===== src/verilog/echo_stop_pkg.sv =====
package echo_stop_pkg;
  // ==========================================
  // widths
  localparam int GAIN_W      = 3;
  localparam int THRESH_W    = 3;
  localparam int LIMIT_W     = 4;
  localparam int CANCEL_W    = 8;
  localparam int DIV_W       = 3;
  localparam int TDIV_W      = 8;
  // ==========================================
  // reset values
  localparam logic [2:0] GAIN_RESET   = 3'h0;
  localparam logic [2:0] THRESH_RESET = 3'h0;
  // ==========================================
  // gain step in dB per code
  localparam int GAIN_STEP_DB = 3;
  // fixed temperature clock divide
  localparam int TEMP_FIXED_DIV = 8;
  // pipeline depth of the zero-cross edge detector
  localparam int EDGE_DEPTH = 2;
  // ==========================================
  // receive cycle sequencer states
  typedef enum logic [2:0] {
    IDLE_ST   = 3'b001,
    CANCEL_ST = 3'b010,
    ECHO_ST   = 3'b100
  } rx_state_type;
endpackage


===== src/verilog/echo_event_if.sv =====
`timescale 1ns/1ps
// ==========================================
// event manager carrier between sequencer and pulse logic
interface echo_event_if #(parameter int LIMIT_W = 4);
  logic               cycleStart;
  logic               echoActive;
  logic               crossRise;
  logic               thresholdHit;
  logic               multiEcho;
  logic [LIMIT_W-1:0] pulseLimit;
  logic               arrivalPulse;
  logic [LIMIT_W-1:0] pulseCount;
  logic               qualified;
  modport ctrl (output cycleStart, echoActive, crossRise, thresholdHit, multiEcho, pulseLimit,
                input arrivalPulse, pulseCount, qualified);
  modport mgr  (input cycleStart, echoActive, crossRise, thresholdHit, multiEcho, pulseLimit,
                output arrivalPulse, pulseCount, qualified);
endinterface


===== src/verilog/echo_event_manager.sv =====
`timescale 1ns/1ps
// ==========================================
// qualifies zero-crossings and limits arrival pulses
module echo_event_manager #(
  parameter int LIMIT_W = 4
) (
  // clock and reset
  input wire logic clk,
  input wire logic rst,
  // carrier
  echo_event_if.mgr ev
);
  logic               qual_reg;
  logic               qual_next;
  logic [LIMIT_W-1:0] count_reg;
  logic [LIMIT_W-1:0] count_next;
  logic               pulse_reg;
  logic               pulse_next;
  wire                belowLimit = count_reg < ev.pulseLimit;
  wire                fire       = ev.echoActive && ev.crossRise && qual_reg && belowLimit;

  // qualification: set on threshold, consumed by a forwarded crossing in single-echo mode only
  assign qual_next  = ev.cycleStart ? 1'b0 :                               // [RULE16]
                      (ev.echoActive && ev.thresholdHit) ? 1'b1 :          // [RULE7]
                      (fire && !ev.multiEcho) ? 1'b0 : qual_reg;           // [RULE9] [RULE10]
  // pulse count up to the limit
  assign count_next = ev.cycleStart ? '0 : fire ? count_reg + 1'b1 : count_reg; // [RULE16] [RULE8]
  assign pulse_next = fire;                                                // [RULE8]

  // state registers
  always_ff @(posedge clk or posedge rst) begin
    if (rst) begin
      qual_reg  <= 1'b0;
      count_reg <= '0;
      pulse_reg <= 1'b0;
    end else begin
      qual_reg  <= qual_next;
      count_reg <= count_next;
      pulse_reg <= pulse_next;
    end
  end

  assign ev.arrivalPulse = pulse_reg;
  assign ev.pulseCount   = count_reg;
  assign ev.qualified    = qual_reg;
endmodule


===== src/verilog/echo_stop_pulse_manager.sv =====
`timescale 1ns/1ps
// Behaviour
// RULE1 - three-bit code sets gain, 3 dB steps
// RULE2 - bypass bit disables and routes around amplifier
// RULE3 - offset cancel interval starts every receive cycle
// RULE4 - cancel length from configurable duration field
// RULE5 - threshold code selects one of eight levels
// RULE6 - zero-cross output with negative hysteresis
// RULE7 - threshold pass qualifies next zero-cross
// RULE8 - forward qualified crossings up to limit
// RULE9 - one select bit picks pulse behaviour
// RULE10 - select zero means single-echo mode
// RULE11 - buffer off bit disables midrail reference buffer
// RULE12 - host sets RTD type before temperature run
// RULE13 - select one is 500 ohm, zero 1000
// RULE14 - temperature clock divided by 8 or burst divider
// RULE15 - host keeps temperature clock at 1 MHz or below
// RULE16 - clear count and qualification each cycle
module echo_stop_pulse_manager #(
  parameter int LIMIT_W  = echo_stop_pkg::LIMIT_W,
  parameter int CANCEL_W = echo_stop_pkg::CANCEL_W
) (
  // clock and reset
  input  wire logic                clk,
  input  wire logic                rst,
  // configuration
  input  wire logic [2:0]          ampGainCode,
  input  wire logic                ampBypass,
  input  wire logic [CANCEL_W-1:0] offsetCancelLength,
  input  wire logic [2:0]          echoThresholdCode,
  input  wire logic                midrailBufferOff,
  input  wire logic                rtdTypeSelect,
  input  wire logic [2:0]          burstDividerCode,
  input  wire logic                tempDivSelect,
  input  wire logic                echoReceiveSelect,
  input  wire logic [LIMIT_W-1:0]  stopPulseLimit,
  // receive cycle control
  input  wire logic                rxStart,
  input  wire logic                rxEnd,
  // comparator inputs
  input  wire logic                crossAboveRef,
  input  wire logic                crossBelowHyst,
  input  wire logic                thresholdPassed,
  // analog controls
  output logic [2:0]               ampGainSel,
  output logic                     ampEnable,
  output logic                     ampRouteAround,
  output logic [7:0]               thresholdDacSel,
  output logic                     midrailBufferEnable,
  output logic                     rtd500Select,
  output logic                     offsetCancelActive,
  output logic                     tempClock,
  // arrival pulses
  output logic                     arrivalOut,
  output logic [LIMIT_W-1:0]       arrivalCount
);
  // ==========================================
  // static decode of configuration
  wire [7:0] dacOneHot = 8'h01 << echoThresholdCode;                     // [RULE5]

  // analog control registers
  always_ff @(posedge clk or posedge rst) begin
    if (rst) begin
      ampGainSel          <= echo_stop_pkg::GAIN_RESET;
      ampEnable           <= 1'b0;
      ampRouteAround      <= 1'b0;
      thresholdDacSel     <= 8'h01;
      midrailBufferEnable <= 1'b0;
      rtd500Select        <= 1'b0;
    end else begin
      ampGainSel          <= ampGainCode;                                // [RULE1]
      ampEnable           <= !ampBypass;                                 // [RULE2]
      ampRouteAround      <= ampBypass;                                  // [RULE2]
      thresholdDacSel     <= dacOneHot;                                  // [RULE5]
      midrailBufferEnable <= !midrailBufferOff;                          // [RULE11]
      rtd500Select        <= rtdTypeSelect;                              // [RULE13] [RULE12]
    end
  end

  // ==========================================
  // receive cycle sequencer
  echo_stop_pkg::rx_state_type state_reg;
  echo_stop_pkg::rx_state_type state_next;
  logic [CANCEL_W-1:0]         cancel_reg;
  logic [CANCEL_W-1:0]         cancel_next;
  wire                         cancelDone = cancel_reg == '0;

  always_comb begin
    state_next  = state_reg;
    cancel_next = cancel_reg;
    case (state_reg)
      echo_stop_pkg::IDLE_ST: begin
        if (rxStart) begin
          state_next  = echo_stop_pkg::CANCEL_ST;                        // [RULE3]
          cancel_next = offsetCancelLength;                              // [RULE4]
        end
      end
      echo_stop_pkg::CANCEL_ST: begin
        if (cancelDone) begin
          state_next = echo_stop_pkg::ECHO_ST;
        end else begin
          cancel_next = cancel_reg - 1'b1;                               // [RULE4]
        end
      end
      echo_stop_pkg::ECHO_ST: begin
        if (rxEnd) begin
          state_next = echo_stop_pkg::IDLE_ST;
        end
      end
      default: begin
        state_next = echo_stop_pkg::IDLE_ST;
      end
    endcase
  end

  // sequencer registers
  always_ff @(posedge clk or posedge rst) begin
    if (rst) begin
      state_reg          <= echo_stop_pkg::IDLE_ST;
      cancel_reg         <= '0;
      offsetCancelActive <= 1'b0;
    end else begin
      state_reg          <= state_next;
      cancel_reg         <= cancel_next;
      offsetCancelActive <= state_next == echo_stop_pkg::CANCEL_ST;     // [RULE3]
    end
  end

  // ==========================================
  // zero-cross detector with negative hysteresis
  logic zeroCross_reg;
  logic zeroCrossDly_reg;
  always_ff @(posedge clk or posedge rst) begin
    if (rst) begin
      zeroCross_reg    <= 1'b0;
      zeroCrossDly_reg <= 1'b0;
    end else begin
      if (crossAboveRef) begin
        zeroCross_reg <= 1'b1;                                           // [RULE6]
      end else if (crossBelowHyst) begin
        zeroCross_reg <= 1'b0;                                           // [RULE6]
      end
      zeroCrossDly_reg <= zeroCross_reg;
    end
  end
  wire crossRise = zeroCross_reg && !zeroCrossDly_reg;

  // ==========================================
  // event manager
  echo_event_if #(.LIMIT_W(LIMIT_W)) ev ();
  assign ev.cycleStart   = rxStart && state_reg == echo_stop_pkg::IDLE_ST;  // [RULE16]
  assign ev.echoActive   = state_reg == echo_stop_pkg::ECHO_ST;            // [RULE3]
  assign ev.crossRise    = crossRise;
  assign ev.thresholdHit = thresholdPassed;
  assign ev.multiEcho    = echoReceiveSelect;                              // [RULE9]
  assign ev.pulseLimit   = stopPulseLimit;

  echo_event_manager #(.LIMIT_W(LIMIT_W)) manager (
    .clk (clk),
    .rst (rst),
    .ev  (ev)
  );

  // arrival output registers
  always_ff @(posedge clk or posedge rst) begin
    if (rst) begin
      arrivalOut   <= 1'b0;
      arrivalCount <= '0;
    end else begin
      arrivalOut   <= ev.arrivalPulse;                                   // [RULE8]
      arrivalCount <= ev.pulseCount;
    end
  end

  // ==========================================
  // temperature clock divider: fixed 8 or 2^(code+1)
  logic [echo_stop_pkg::TDIV_W-1:0] tdiv_reg;
  wire  [echo_stop_pkg::TDIV_W-1:0] halfFixed = 8'(echo_stop_pkg::TEMP_FIXED_DIV / 2);
  wire  [echo_stop_pkg::TDIV_W-1:0] halfBurst = 8'h01 << burstDividerCode;
  wire  [echo_stop_pkg::TDIV_W-1:0] halfSel   = tempDivSelect ? halfBurst : halfFixed; // [RULE14] [RULE15]
  wire                              tdivWrap  = tdiv_reg >= halfSel - 1'b1;

  always_ff @(posedge clk or posedge rst) begin
    if (rst) begin
      tdiv_reg  <= '0;
      tempClock <= 1'b0;
    end else begin
      tdiv_reg  <= tdivWrap ? '0 : tdiv_reg + 1'b1;                      // [RULE14]
      tempClock <= tdivWrap ? !tempClock : tempClock;                    // [RULE14]
    end
  end
endmodule

===== config.mk =====
export PLATFORM = sky130hd
export DESIGN_NAME = echo_stop_pulse_manager
export DESIGN_NICKNAME = d
export VERILOG_FILES = /design/src/verilog/echo_stop_pkg.sv /design/src/verilog/echo_event_if.sv /design/src/verilog/echo_event_manager.sv /design/src/verilog/echo_stop_pulse_manager.sv
export SDC_FILE = /design/constraint.sdc
export NUM_CORES = 1
export LEC_CHECK = 0
export ABC_AREA = 1
export ABC_CLOCK_PERIOD_IN_PS = 1400
export BUFFER_PORTS_ARGS = -buffer_cell sky130_fd_sc_hd__buf_2
export CORE_MARGIN = 10
export CORE_UTILIZATION = 51
export CTS_BUF_LIST = sky130_fd_sc_hd__clkbuf_8
export DETAILED_ROUTE_END_ITERATION = 6
export PLACE_DENSITY_LB_ADDON = 0.15
export SLEW_MARGIN = 20
export SYNTH_ARGS = -nofsm -noshare
export SYNTH_HDL_FRONTEND = slang
export SYNTH_SLANG_ARGS = --single-unit

===== constraint.sdc =====
create_clock -name clk -period 1.4 [get_ports clk]
set_input_delay 0.14 -clock clk [delete_from_list [all_inputs] [get_ports clk]]
set_output_delay 0.14 -clock clk [all_outputs]
set_load 0.03 [all_outputs]

==> run_results.csv, run 1 <==
group,metric,value,unit
floorplanning,die_y,90.2,um
grt,grtUsageTotal,14.3,%
critical_path,crit_path_start_kind,"primary input",
synthesis,synthSimpleGateAreaFrac,27.5,%
timing,setup_viol,13,
floorplanning,die-area,0.00814,mm2
critical_path,cp.required,1.61,ns
timing,grt_setup_unrepaired,"yes",
synthesis,ys.flop_type,"dfrtp_1",
floorplanning,fp.coreArea,0.00475,mm2
synthesis,ys_top_cells_by_area,"dfrtp_1, nand2_1, ha_1, inv_1, nand3_1",
placed_design,io_buffers,54,
cts,clock_path_buffers,2,
synthesis,synth_warnings,0,
grt,grt_max_degree,36,
cts,clk_latency,0.31,ns
grt,grt_util_met3,3.91,%
cts,clkTransAtPathRegs,0.10,ns
finish,drive_above_1_share,39.7,%
grt,grt_pass1_wl,9880,um
finish,n_antenna_cell,0,
finish,fin_cells,465,
critical_path,crit_chain,"buf_8 -> buf_4 -> nand2_1 -> inv_1 -> nor2_1 -> nand3_1 -> nand3_2 -> xor2_1 -> ha_1 -> nand2_2 -> nor2_2 -> nand2_4 -> buf_4 -> nand3_2 -> nand2_1",
synthesis,synth_area,0.00251,mm2
power_and_ir_drop,peakVddDrop,0.956,mV
synthesis,synth_commonest_cells,"nand2_1, dfrtp_1, inv_1",
critical_path,end_kind,"register",
synthesis,synth_top_area_share,46.8,%
synthesis,syn_avg_cell_area,8.46,um2
cts,cts_tree,"yes",
cts,htreeDepth,2,
grt,antenna_found_initial,0,
placed_design,placed_area,0.00307,mm2
timing,worst_slack,-0.0693,ns
finish,final_area,0.00352,mm2
synthesis,async_flop_share,100,%
synthesis,synth_compound_area_share,6.27,%
outcome,violations,"negative setup slack",
synthesis,netlist_instances,297,
finish,final_core_util,74.1,%
critical_path,crit_path_max_incr_delay,0.30,ns
placed_design,placed_cells,438,
grt,overflow,0,
synthesis,synth_top_family_by_area,"simple AND/OR/NAND/NOR gates",
timing,fin_worst_skew,0.00856,ns
power_and_ir_drop,p_per_area,1470,mW/mm2
synthesis,yosysTopAreaCell,"dfrtp_1",
timing,fmax,681,MHz
grt,grtUsageMet2,24.1,%
synthesis,synth.distinct_cells,33,
route,wl_per_cell,12.2,um
route,drt_wl_total,5690,um
floorplanning,core.rowCount,25,
synthesis,synth_edf_count,0,
cts,root_buffer,"clkbuf_8",
placed_design,pre_cts_ws,-0.431,ns
synthesis,synthXorXnorAreaFrac,1.74,%
job,drv_cap,0,
critical_path,critPathMaxFanout,5,
synthesis,ys_ff_latch,49,
synthesis,synth-adder-area-share,7.47,%
finish,nets,445,
grt,grt_pass1_vias,2181,
power_and_ir_drop,power_leakage,0.00192,uW
synthesis,synth_most_common_cell,"nand2_1",
critical_path,reg2reg_slack,-0.05,ns
grt,grt-busiest-layer,"met2",
placed_design,hpwl,3930,um
grt,met1_usage,17.4,%
placed_design,routabilityCongestion,0.799,
route,vias_per_cell,4.65,
power_and_ir_drop,totalPowerFinal,5170,uW
critical_path,critPathSlowestCell,"ha_1",
floorplanning,start_util,52.9,%
critical_path,crit_type,"in2reg",
route,drc,0,
route,postRouteAntennaNets,0,
synthesis,muxShareOfSynthArea,0,%
synthesis,syn-num-nets,345,
outcome,status,"complete, but fails checks",
timing,final_hold_viol_count,0,
floorplanning,die_w,90.2,um
critical_path,crit_arrival,1.68,ns
route,first_iter_violations,76,
timing,period_share,105,%
cts,numClockSinks,49,
floorplanning,io_pins,55,
min_path,hold_class,"in2reg",
cts,cts_buffers,5,
timing,layout_min_cycle_time,1.47,ns
finish,syn_to_final_growth,40.2,%
route,firstDrtPassIters,4,
route,via_count,2164,
synthesis,ys_seq_area_share,48.9,%
timing,maxSlewViolCount,0,
## cells in the final DEF, fill, tap and decap left out, drive strengths merged
cell	synthesis	layout
o21ai	10	10
nor2	24	24
nand4	2	2
nand2	88	89
dfrtp	47	47
nand3	28	28
o21bai	3	3
o21a	1	1
clkinv	0	1
xor2	2	2
a21oi	7	7
conb	1	1
or2	1	1
xnor2	3	3
dlygate4sd3	0	10
o32ai	1	1
buf	2	85
nor3	10	10
inv	48	50
clkbuf	1	5
ha	15	15
dfstp	2	2
o211ai	1	1
## logic make-up (layout without fill, tap and decap cells)
group | count (synthesis) | after routing
AND/OR/NAND/NOR | 153 | 154
buffers and inverters | 51 | 151
flip-flops | 49 | 49
AO/OA/AOI/OAI | 23 | 23
adder cells (fa/ha/maj) | 15 | 15
XOR/XNOR | 5 | 5
other | 1 | 1
## final timing paths
kind | start | to | depth (start not counted)
worst max register to register | cancel_reg[0]$_DFFE_PP0P_ | cancel_reg[5]$_DFFE_PP0P_ | 10
worst min register to register | manager.ev.arrivalPulse$_DFF_PP0_ | arrivalOut$_DFF_PP0_ | 0
worst max-delay path | burstDividerCode[2] | tempClock$_DFFE_PP0P_ | 15
worst min-delay path | crossAboveRef | zeroCross_reg$_DFFE_PP0P_ | 2
max in group asynchronous | rst | state_reg[0]$_DFF_PP1_ | 4
min in group asynchronous | rst | ampRouteAround$_DFF_PP0_ | 3
## where the power goes
part	switching, uW	internal [uW]	leakage [uW]
Combinational	1380	958	0.00124
Sequential	224	1700	0.000625
Clock	533	374	0.0000506
Total	2130	3040	0.00192
## per-layer routing
metal,up-vias,wire length [um]
met5,-,0
met4,0,62
met3,6,242
met2,38,2880
met1,988,2500
li1,1132,-
## area by class of cell
cell class	instances	area, um2
Fill cell	356	1230
Timing Repair Buffer	95	636
Sequential cell	49	1230
Clock inverter	3	28.8
Tap cell	67	83.8
Multi-Input combinational cell	198	1300
Inverter	48	183
Clock buffer	5	68.8
## critical path: cells and delay by family
family | cells | cell delay, ns
fa+ha+maj | 1 | 0.30
buf+inv | 4 | 0.42
simple gates | 9 | 0.77
xor+xnor | 1 | 0.06
## per-stage QoR
| step | TNS, ns | hold WS, ns |
|---|---|---|
| 2_1_floorplan | -0.988 | 0.171 |
| 3_3_place_gp | -2.93 | 0.115 |
| 3_5_place_dp | -3.63 | 0.117 |
| 4_1_cts | -0.269 | 0.0119 |
| 5_1_grt | -1.85 | 0.0310 |
| 6_report | -0.403 | 0.0175 |
## timing repair
item | 4_1_cts | 5_1_grt
buffers inserted | 4 | 4
setup endpoints to repair | 17 | 23
hold buffers | 10 | 0
pin swaps | 18 | 24
endpoints found under the hold margin | 22 | 0
resized for setup | 17 | 31
cloned | 1 | 0
(Power assumes the default switching activity.)
==> run 2: changes to the inputs <==
--- a/config.mk
+++ b/config.mk
@@ -5,11 +5,10 @@
 export SDC_FILE = /design/constraint.sdc
 export NUM_CORES = 1
 export LEC_CHECK = 0
-export ABC_AREA = 1
 export ABC_CLOCK_PERIOD_IN_PS = 1400
 export BUFFER_PORTS_ARGS = -buffer_cell sky130_fd_sc_hd__buf_2
 export CORE_MARGIN = 10
-export CORE_UTILIZATION = 51
+export CORE_UTILIZATION = 50
 export CTS_BUF_LIST = sky130_fd_sc_hd__clkbuf_8
 export DETAILED_ROUTE_END_ITERATION = 6
 export PLACE_DENSITY_LB_ADDON = 0.15
==> run_results.csv, run 2 <==
group,metric,value,unit
critical_path,crit_buf_inv,2,
finish,final_cell_mix,"buf_2, buf_4, dfrtp_1",
cts,cts_tree,"yes",
finish,nets,389,
synthesis,ys_ff_latch,49,
floorplanning,fp.coreArea,0.00444,mm2
synthesis,syn-num-nets,265,
power_and_ir_drop,power_leakage,0.00176,uW
synthesis,synth_edf_count,0,
synthesis,ys_top_cells_by_area,"dfrtp_1, ha_1, nand2_1, nor2_1, nand3_1",
power_and_ir_drop,peakVddDrop,1.02,mV
grt,grt_max_degree,44,
cts,clock_path_buffers,2,
synthesis,synth_warnings,0,
finish,layout_commonest_cell,"buf_2",
timing,final_hold_viol_count,0,
cts,clkTransAtPathRegs,0.09,ns
floorplanning,die_w,88.3,um
route,postRouteAntennaNets,0,
timing,fin_tns_setup,-7.77,ns
finish,fin_cells,394,
route,via_count,2015,
finish,final_area,0.00351,mm2
placed_design,pre_cts_ws,-0.865,ns
critical_path,cp_top_family,"adder cells",
job,drv_cap,0,
cts,clk_latency,0.30,ns
critical_path,crit_path_start_kind,"primary input",
timing,fmax,534,MHz
synthesis,synth_top_area_share,50.4,%
grt,grtUsageTotal,15.3,%
placed_design,io_buffers,54,
synthesis,async_flop_share,100,%
critical_path,critPathMaxFanout,4,
critical_path,end_kind,"register",
cts,cts_buffers,5,
route,firstDrtPassIters,4,
synthesis,synth.distinct_cells,45,
synthesis,netlist_instances,217,
route,drt_wl_total,5870,um
critical_path,critPathSlowestCell,"ha_1",
grt,antenna_found_initial,0,
route,wl_per_cell,14.9,um
floorplanning,io_pins,55,
route,vias_per_cell,5.11,
finish,multi_input_area,0.00124,mm2
grt,overflow,0,
critical_path,crit_path_max_incr_delay,0.35,ns
timing,period_share,134,%
synthesis,syn_avg_cell_area,10.8,um2
placed_design,placed_cells,367,
grt,grt_pass1_vias,2063,
critical_path,crit_chain,"buf_2 -> nand3b_1 -> ha_4 -> xnor2_2 -> ha_1 -> a21oi_2 -> o21ai_2 -> a21oi_2 -> o311ai_4 -> buf_6 -> xor2_1",
synthesis,synth_most_common_cell,"dfrtp_1",
synthesis,synth_area,0.00233,mm2
finish,drive_above_1_share,49.7,%
timing,grt_setup_unrepaired,"yes",
timing,worst_slack,-0.471,ns
power_and_ir_drop,p_per_area,1480,mW/mm2
synthesis,synth_commonest_cells,"dfrtp_1, nand2_1, nor2_1",
outcome,status,"complete, but fails checks",
timing,maxSlewViolCount,0,
power_and_ir_drop,totalPowerFinal,5200,uW
critical_path,reg2reg_slack,-0.46,ns
cts,numClockSinks,49,
placed_design,placed_area,0.00309,mm2
synthesis,ys_seq_area_share,52.7,%
floorplanning,die_y,88.3,um
critical_path,path_common_cell,"a21oi_2",
floorplanning,core.rowCount,24,
floorplanning,start_util,52.5,%
placed_design,routabilityCongestion,0.880,
finish,n_antenna_cell,0,
cts,root_buffer,"clkbuf_8",
critical_path,crit_arrival,2.06,ns
finish,regArea,0.00123,mm2
critical_path,cp.required,1.59,ns
timing,layout_min_cycle_time,1.87,ns
synthesis,yosysTopAreaCell,"dfrtp_1",
finish,n_fill_cell,310,
timing,setup_viol,25,
synthesis,ys.flop_type,"dfrtp_1",
floorplanning,die-area,0.00780,mm2
min_path,hold_class,"in2reg",
critical_path,crit_type,"in2reg",
route,drc,0,
grt,grt_pass1_wl,9610,um
placed_design,hpwl,4140,um
timing,fin_worst_skew,0.00932,ns
finish,syn_to_final_growth,50.5,%
outcome,violations,"negative setup slack",
route,first_iter_violations,53,
cts,htreeDepth,2,
[run 2: worst paths after layout]
check,start,endpoint,cells after the start
worst max-delay path,burstDividerCode[1],tempClock$_DFFE_PP0P_,11
worst min-delay path,crossAboveRef,zeroCross_reg$_DFFE_PP0P_,2
worst max register to register,cancel_reg[1]$_DFFE_PP0P_,cancel_reg[0]$_DFFE_PP0P_,8
worst min register to register,manager.ev.arrivalPulse$_DFF_PP0_,arrivalOut$_DFF_PP0_,0
max in group asynchronous,rst,state_reg[0]$_DFF_PP1_,4
min in group asynchronous,rst,cancel_reg[3]$_DFFE_PP0P_,3
[run 2: power breakdown]
part | switching, uW | internal, uW | total [uW]
clock network | 499 | 365 | 864
registers | 171 | 1690 | 1870
logic | 1220 | 1250 | 2470
[run 2: stage by stage]
step	util (%)	hold slack, ns
after detailed placement	69.4	0.0516
after CTS	77.5	0.0228
after global routing	79.0	0.0290
after global placement	69.4	0.0487
final	79.0	0.0301
after floorplan	-	0.171
[run 2: area by class of cell]
class	count	share of cell area, %
repair buffers	119	23.7
inverters	13	1.39
multi-input cells	153	35.4
flip-flops and latches	49	35.0
clock inverters	3	0.713
well taps	52	1.85
clock buffers	5	1.96
[run 2: worst register-to-register path, stage by stage, from the launching register on]
cell,delay [ns]
dfrtp_1,0.40
inv_1,0.06
ha_2,0.17
or3b_4,0.40
o41ai_4,0.27
nand2_2,0.10
buf_4,0.16
mux2i_1,0.13
nand2_1,0.06
[run 2: routing by layer]
metal | routed length, um | global-route usage [%]
met1 | 2500 | 18.3
met2 | 3030 | 26.8
met3 | 259 | 3.58
met4 | 80 | 4.55
met5 | 0 | 0
[run 2: kinds of logic (layout without fill, tap and decap cells)]
logic type               count (synthesis)  after routing  synth area share [%]
multiplexers                             1              1                 0.429
XOR/XNOR                                11             11                  4.13
AND/OR/NAND/NOR                         86             86                  19.7
AO/OA/AOI/OAI                           39             39                  12.5
flip-flops                              49             49                  52.7
other                                    1              1                 0.161
buffers and inverters                   15            140                  2.41
adder cells (fa/ha/maj)                 15             15                  8.04
[run 2: repair_timing]
| action | CTS | global route |
|---|---|---|
| setup buffers | 11 | 2 |
| hold endpoints to repair | 25 | 0 |
| pin swaps | 18 | 6 |
| gates resized for setup | 28 | 16 |
| hold buffers | 7 | 0 |
| setup endpoints to repair | 26 | 26 |
==> run 3: changes to the inputs <==
--- a/config.mk
+++ b/config.mk
@@ -5,10 +5,10 @@
 export SDC_FILE = /design/constraint.sdc
 export NUM_CORES = 1
 export LEC_CHECK = 0
-export ABC_CLOCK_PERIOD_IN_PS = 1400
+export ABC_CLOCK_PERIOD_IN_PS = 1750
 export BUFFER_PORTS_ARGS = -buffer_cell sky130_fd_sc_hd__buf_2
 export CORE_MARGIN = 10
-export CORE_UTILIZATION = 50
+export CORE_UTILIZATION = 55
 export CTS_BUF_LIST = sky130_fd_sc_hd__clkbuf_8
 export DETAILED_ROUTE_END_ITERATION = 6
 export PLACE_DENSITY_LB_ADDON = 0.15
==> constraint.sdc (replaced) <==
create_clock -name clk -period 1.75 [get_ports clk]
set_input_delay 0.175 -clock clk [delete_from_list [all_inputs] [get_ports clk]]
set_output_delay 0.175 -clock clk [all_outputs]
set_load 0.03 [all_outputs]
==> run_results.csv, run 3 (synthesis results as in run 2) <==
group,metric,value,unit
cts,clkTransAtPathRegs,0.09,ns
route,met2_length,3160,um
floorplanning,fp.coreArea,0.00406,mm2
finish,regArea,0.00123,mm2
finish,drive_above_1_share,43.4,%
finish,fin_cells,375,
floorplanning,start_util,57.5,%
cts,cts_buffers,5,
job,drv_cap,0,
route,top_layer_used,"met4",
timing,holdWs,0.0570,ns
grt,grt_max_degree,27,
cts,root_buffer,"clkbuf_8",
route,drc,0,
floorplanning,core.rowCount,23,
route,wl_met3,333,um
route,postRouteAntennaNets,0,
grt,overflow,0,
route,wl_per_cell,16.0,um
power_and_ir_drop,p_per_area,1240,mW/mm2
timing,worst_pin_slew,0.525,ns
route,first_iter_violations,73,
grt,antenna_found_initial,0,
min_path,hold_class,"in2reg",
timing,worst_slack,-0.185,ns
critical_path,critPathMaxFanout,6,
finish,n_antenna_cell,0,
timing,fmax,517,MHz
critical_path,crit_buf_inv,2,
placed_design,hpwl,4150,um
grt,grt_pass1_vias,2069,
finish,layout_commonest_cell,"buf_2",
timing,relSlewSlack,65.0,%
floorplanning,die-area,0.00725,mm2
placed_design,io_buffers,54,
timing,layout_min_cycle_time,1.94,ns
route,firstDrtPassIters,4,
cts,clk_latency,0.30,ns
critical_path,crit_arrival,2.11,ns
power_and_ir_drop,peakVddDrop,0.999,mV
critical_path,cp.required,1.93,ns
grt,grt_pass1_wl,9610,um
critical_path,cp_top_family,"simple AND/OR/NAND/NOR gates",
timing,fin_worst_skew,0.00986,ns
route,vias_per_cell,5.37,
critical_path,crit_type,"reg2reg",
critical_path,crit_path_max_incr_delay,0.40,ns
timing,maxSlewViolCount,0,
finish,n_fill_cell,256,
finish,final_cell_mix,"buf_2, dfrtp_1, buf_4",
outcome,violations,"negative setup slack",
timing,grt_setup_unrepaired,"yes",
timing,setup_viol,15,
timing,period_share,111,%
placed_design,routabilityCongestion,0.823,
grt,grtUsageTotal,15.9,%
outcome,status,"complete, but fails checks",
floorplanning,io_pins,55,
floorplanning,die_w,85.1,um
cts,cts_tree,"yes",
finish,multi_input_area,0.00119,mm2
critical_path,crit_chain,"inv_1 -> ha_2 -> or3b_4 -> o41ai_4 -> nand2_2 -> buf_6 -> a21oi_4 -> a21oi_1",
cts,htreeDepth,2,
cts,clock_path_buffers,2,
placed_design,placed_cells,352,
route,wl_met1,2480,um
power_and_ir_drop,power_leakage,0.00169,uW
floorplanning,die_y,85.1,um
route,via_count,2014,
finish,syn_to_final_growth,43.5,%
critical_path,end_kind,"register",
critical_path,crit_path_start_kind,"register",
route,drt_wl_total,6010,um
cts,numClockSinks,49,
timing,final_hold_viol_count,0,
critical_path,critPathSlowestCell,"dfrtp_1",
finish,nets,372,
-- run 3: stage by stage --
| stage | setup TNS (ns) | total power, uW | cell area [um2] | worst slack (ns) | utilization (%) |
|---|---|---|---|---|---|
| final | -1.85 | 4170 | 3350 | -0.185 | 82.5 |
| after global routing | -3.39 | 4420 | 3350 | -0.264 | 82.5 |
| after CTS | -1.32 | 3970 | 3230 | -0.142 | 79.5 |
| after detailed placement | -4.89 | 3030 | 2970 | -0.556 | 73.1 |
| after global placement | -3.74 | 2960 | 2970 | -0.437 | 73.1 |
| after floorplan | -1.29 | 2350 | 2380 | -0.193 | - |
-- run 3: layer usage --
metal,global-route usage [%],up-vias
li1,-,979
met5,0,-
met4,4.34,0
met3,4.88,5
met1,19.1,976
met2,26.8,54
-- run 3: worst paths after layout --
path                                              startpoint  slack (ns)                   endpoint  depth (start not counted)
min in group asynchronous                                rst        0.47  cancel_reg[3]$_DFFE_PP0P_                          3
max in group asynchronous                                rst        0.75    ampGainSel[2]$_DFF_PP0_                          4
hold / removal                                 crossAboveRef        0.06  zeroCross_reg$_DFFE_PP0P_                          2
setup reg to reg                   cancel_reg[0]$_DFFE_PP0P_       -0.19  cancel_reg[7]$_DFFE_PP0P_                          8
setup / recovery                   cancel_reg[0]$_DFFE_PP0P_       -0.19  cancel_reg[7]$_DFFE_PP0P_                          8
hold reg to reg            manager.ev.arrivalPulse$_DFF_PP0_        0.35       arrivalOut$_DFF_PP0_                          0
-- run 3: timing repair --
action	in CTS	in global routing
endpoints found under the hold margin	26	1
hold buffers	6	1
gates cloned	0	0
setup buffers	4	4
pin swaps	13	6
resized for setup	16	18
setup endpoints to repair	15	19
-- run 3: power by group --
| group | internal, uW | switching [uW] | total [uW] |
|---|---|---|---|
| Sequential | 1360 | 186 | 1540 |
| Combinational | 870 | 922 | 1790 |
| Clock | 460 | 374 | 834 |
-- run 3: final cells by class --
cell class                 count  share of cell area, %
timing repair buffer         102                   20.9
clock buffer                   6                   2.47
inverter                      13                   1.46
clock inverter                 2                   1.01
multi-input combinational    153                   35.7
sequential                    49                   36.7
tap                           50                   1.87
-- run 3: worst reg2reg max path, stage by stage (launching register included) --
cell	delay (ns)
dfrtp_1	0.40
inv_1	0.07
ha_2	0.17
or3b_4	0.40
o41ai_4	0.27
nand2_2	0.15
buf_6	0.17
a21oi_4	0.12
a21oi_1	0.06
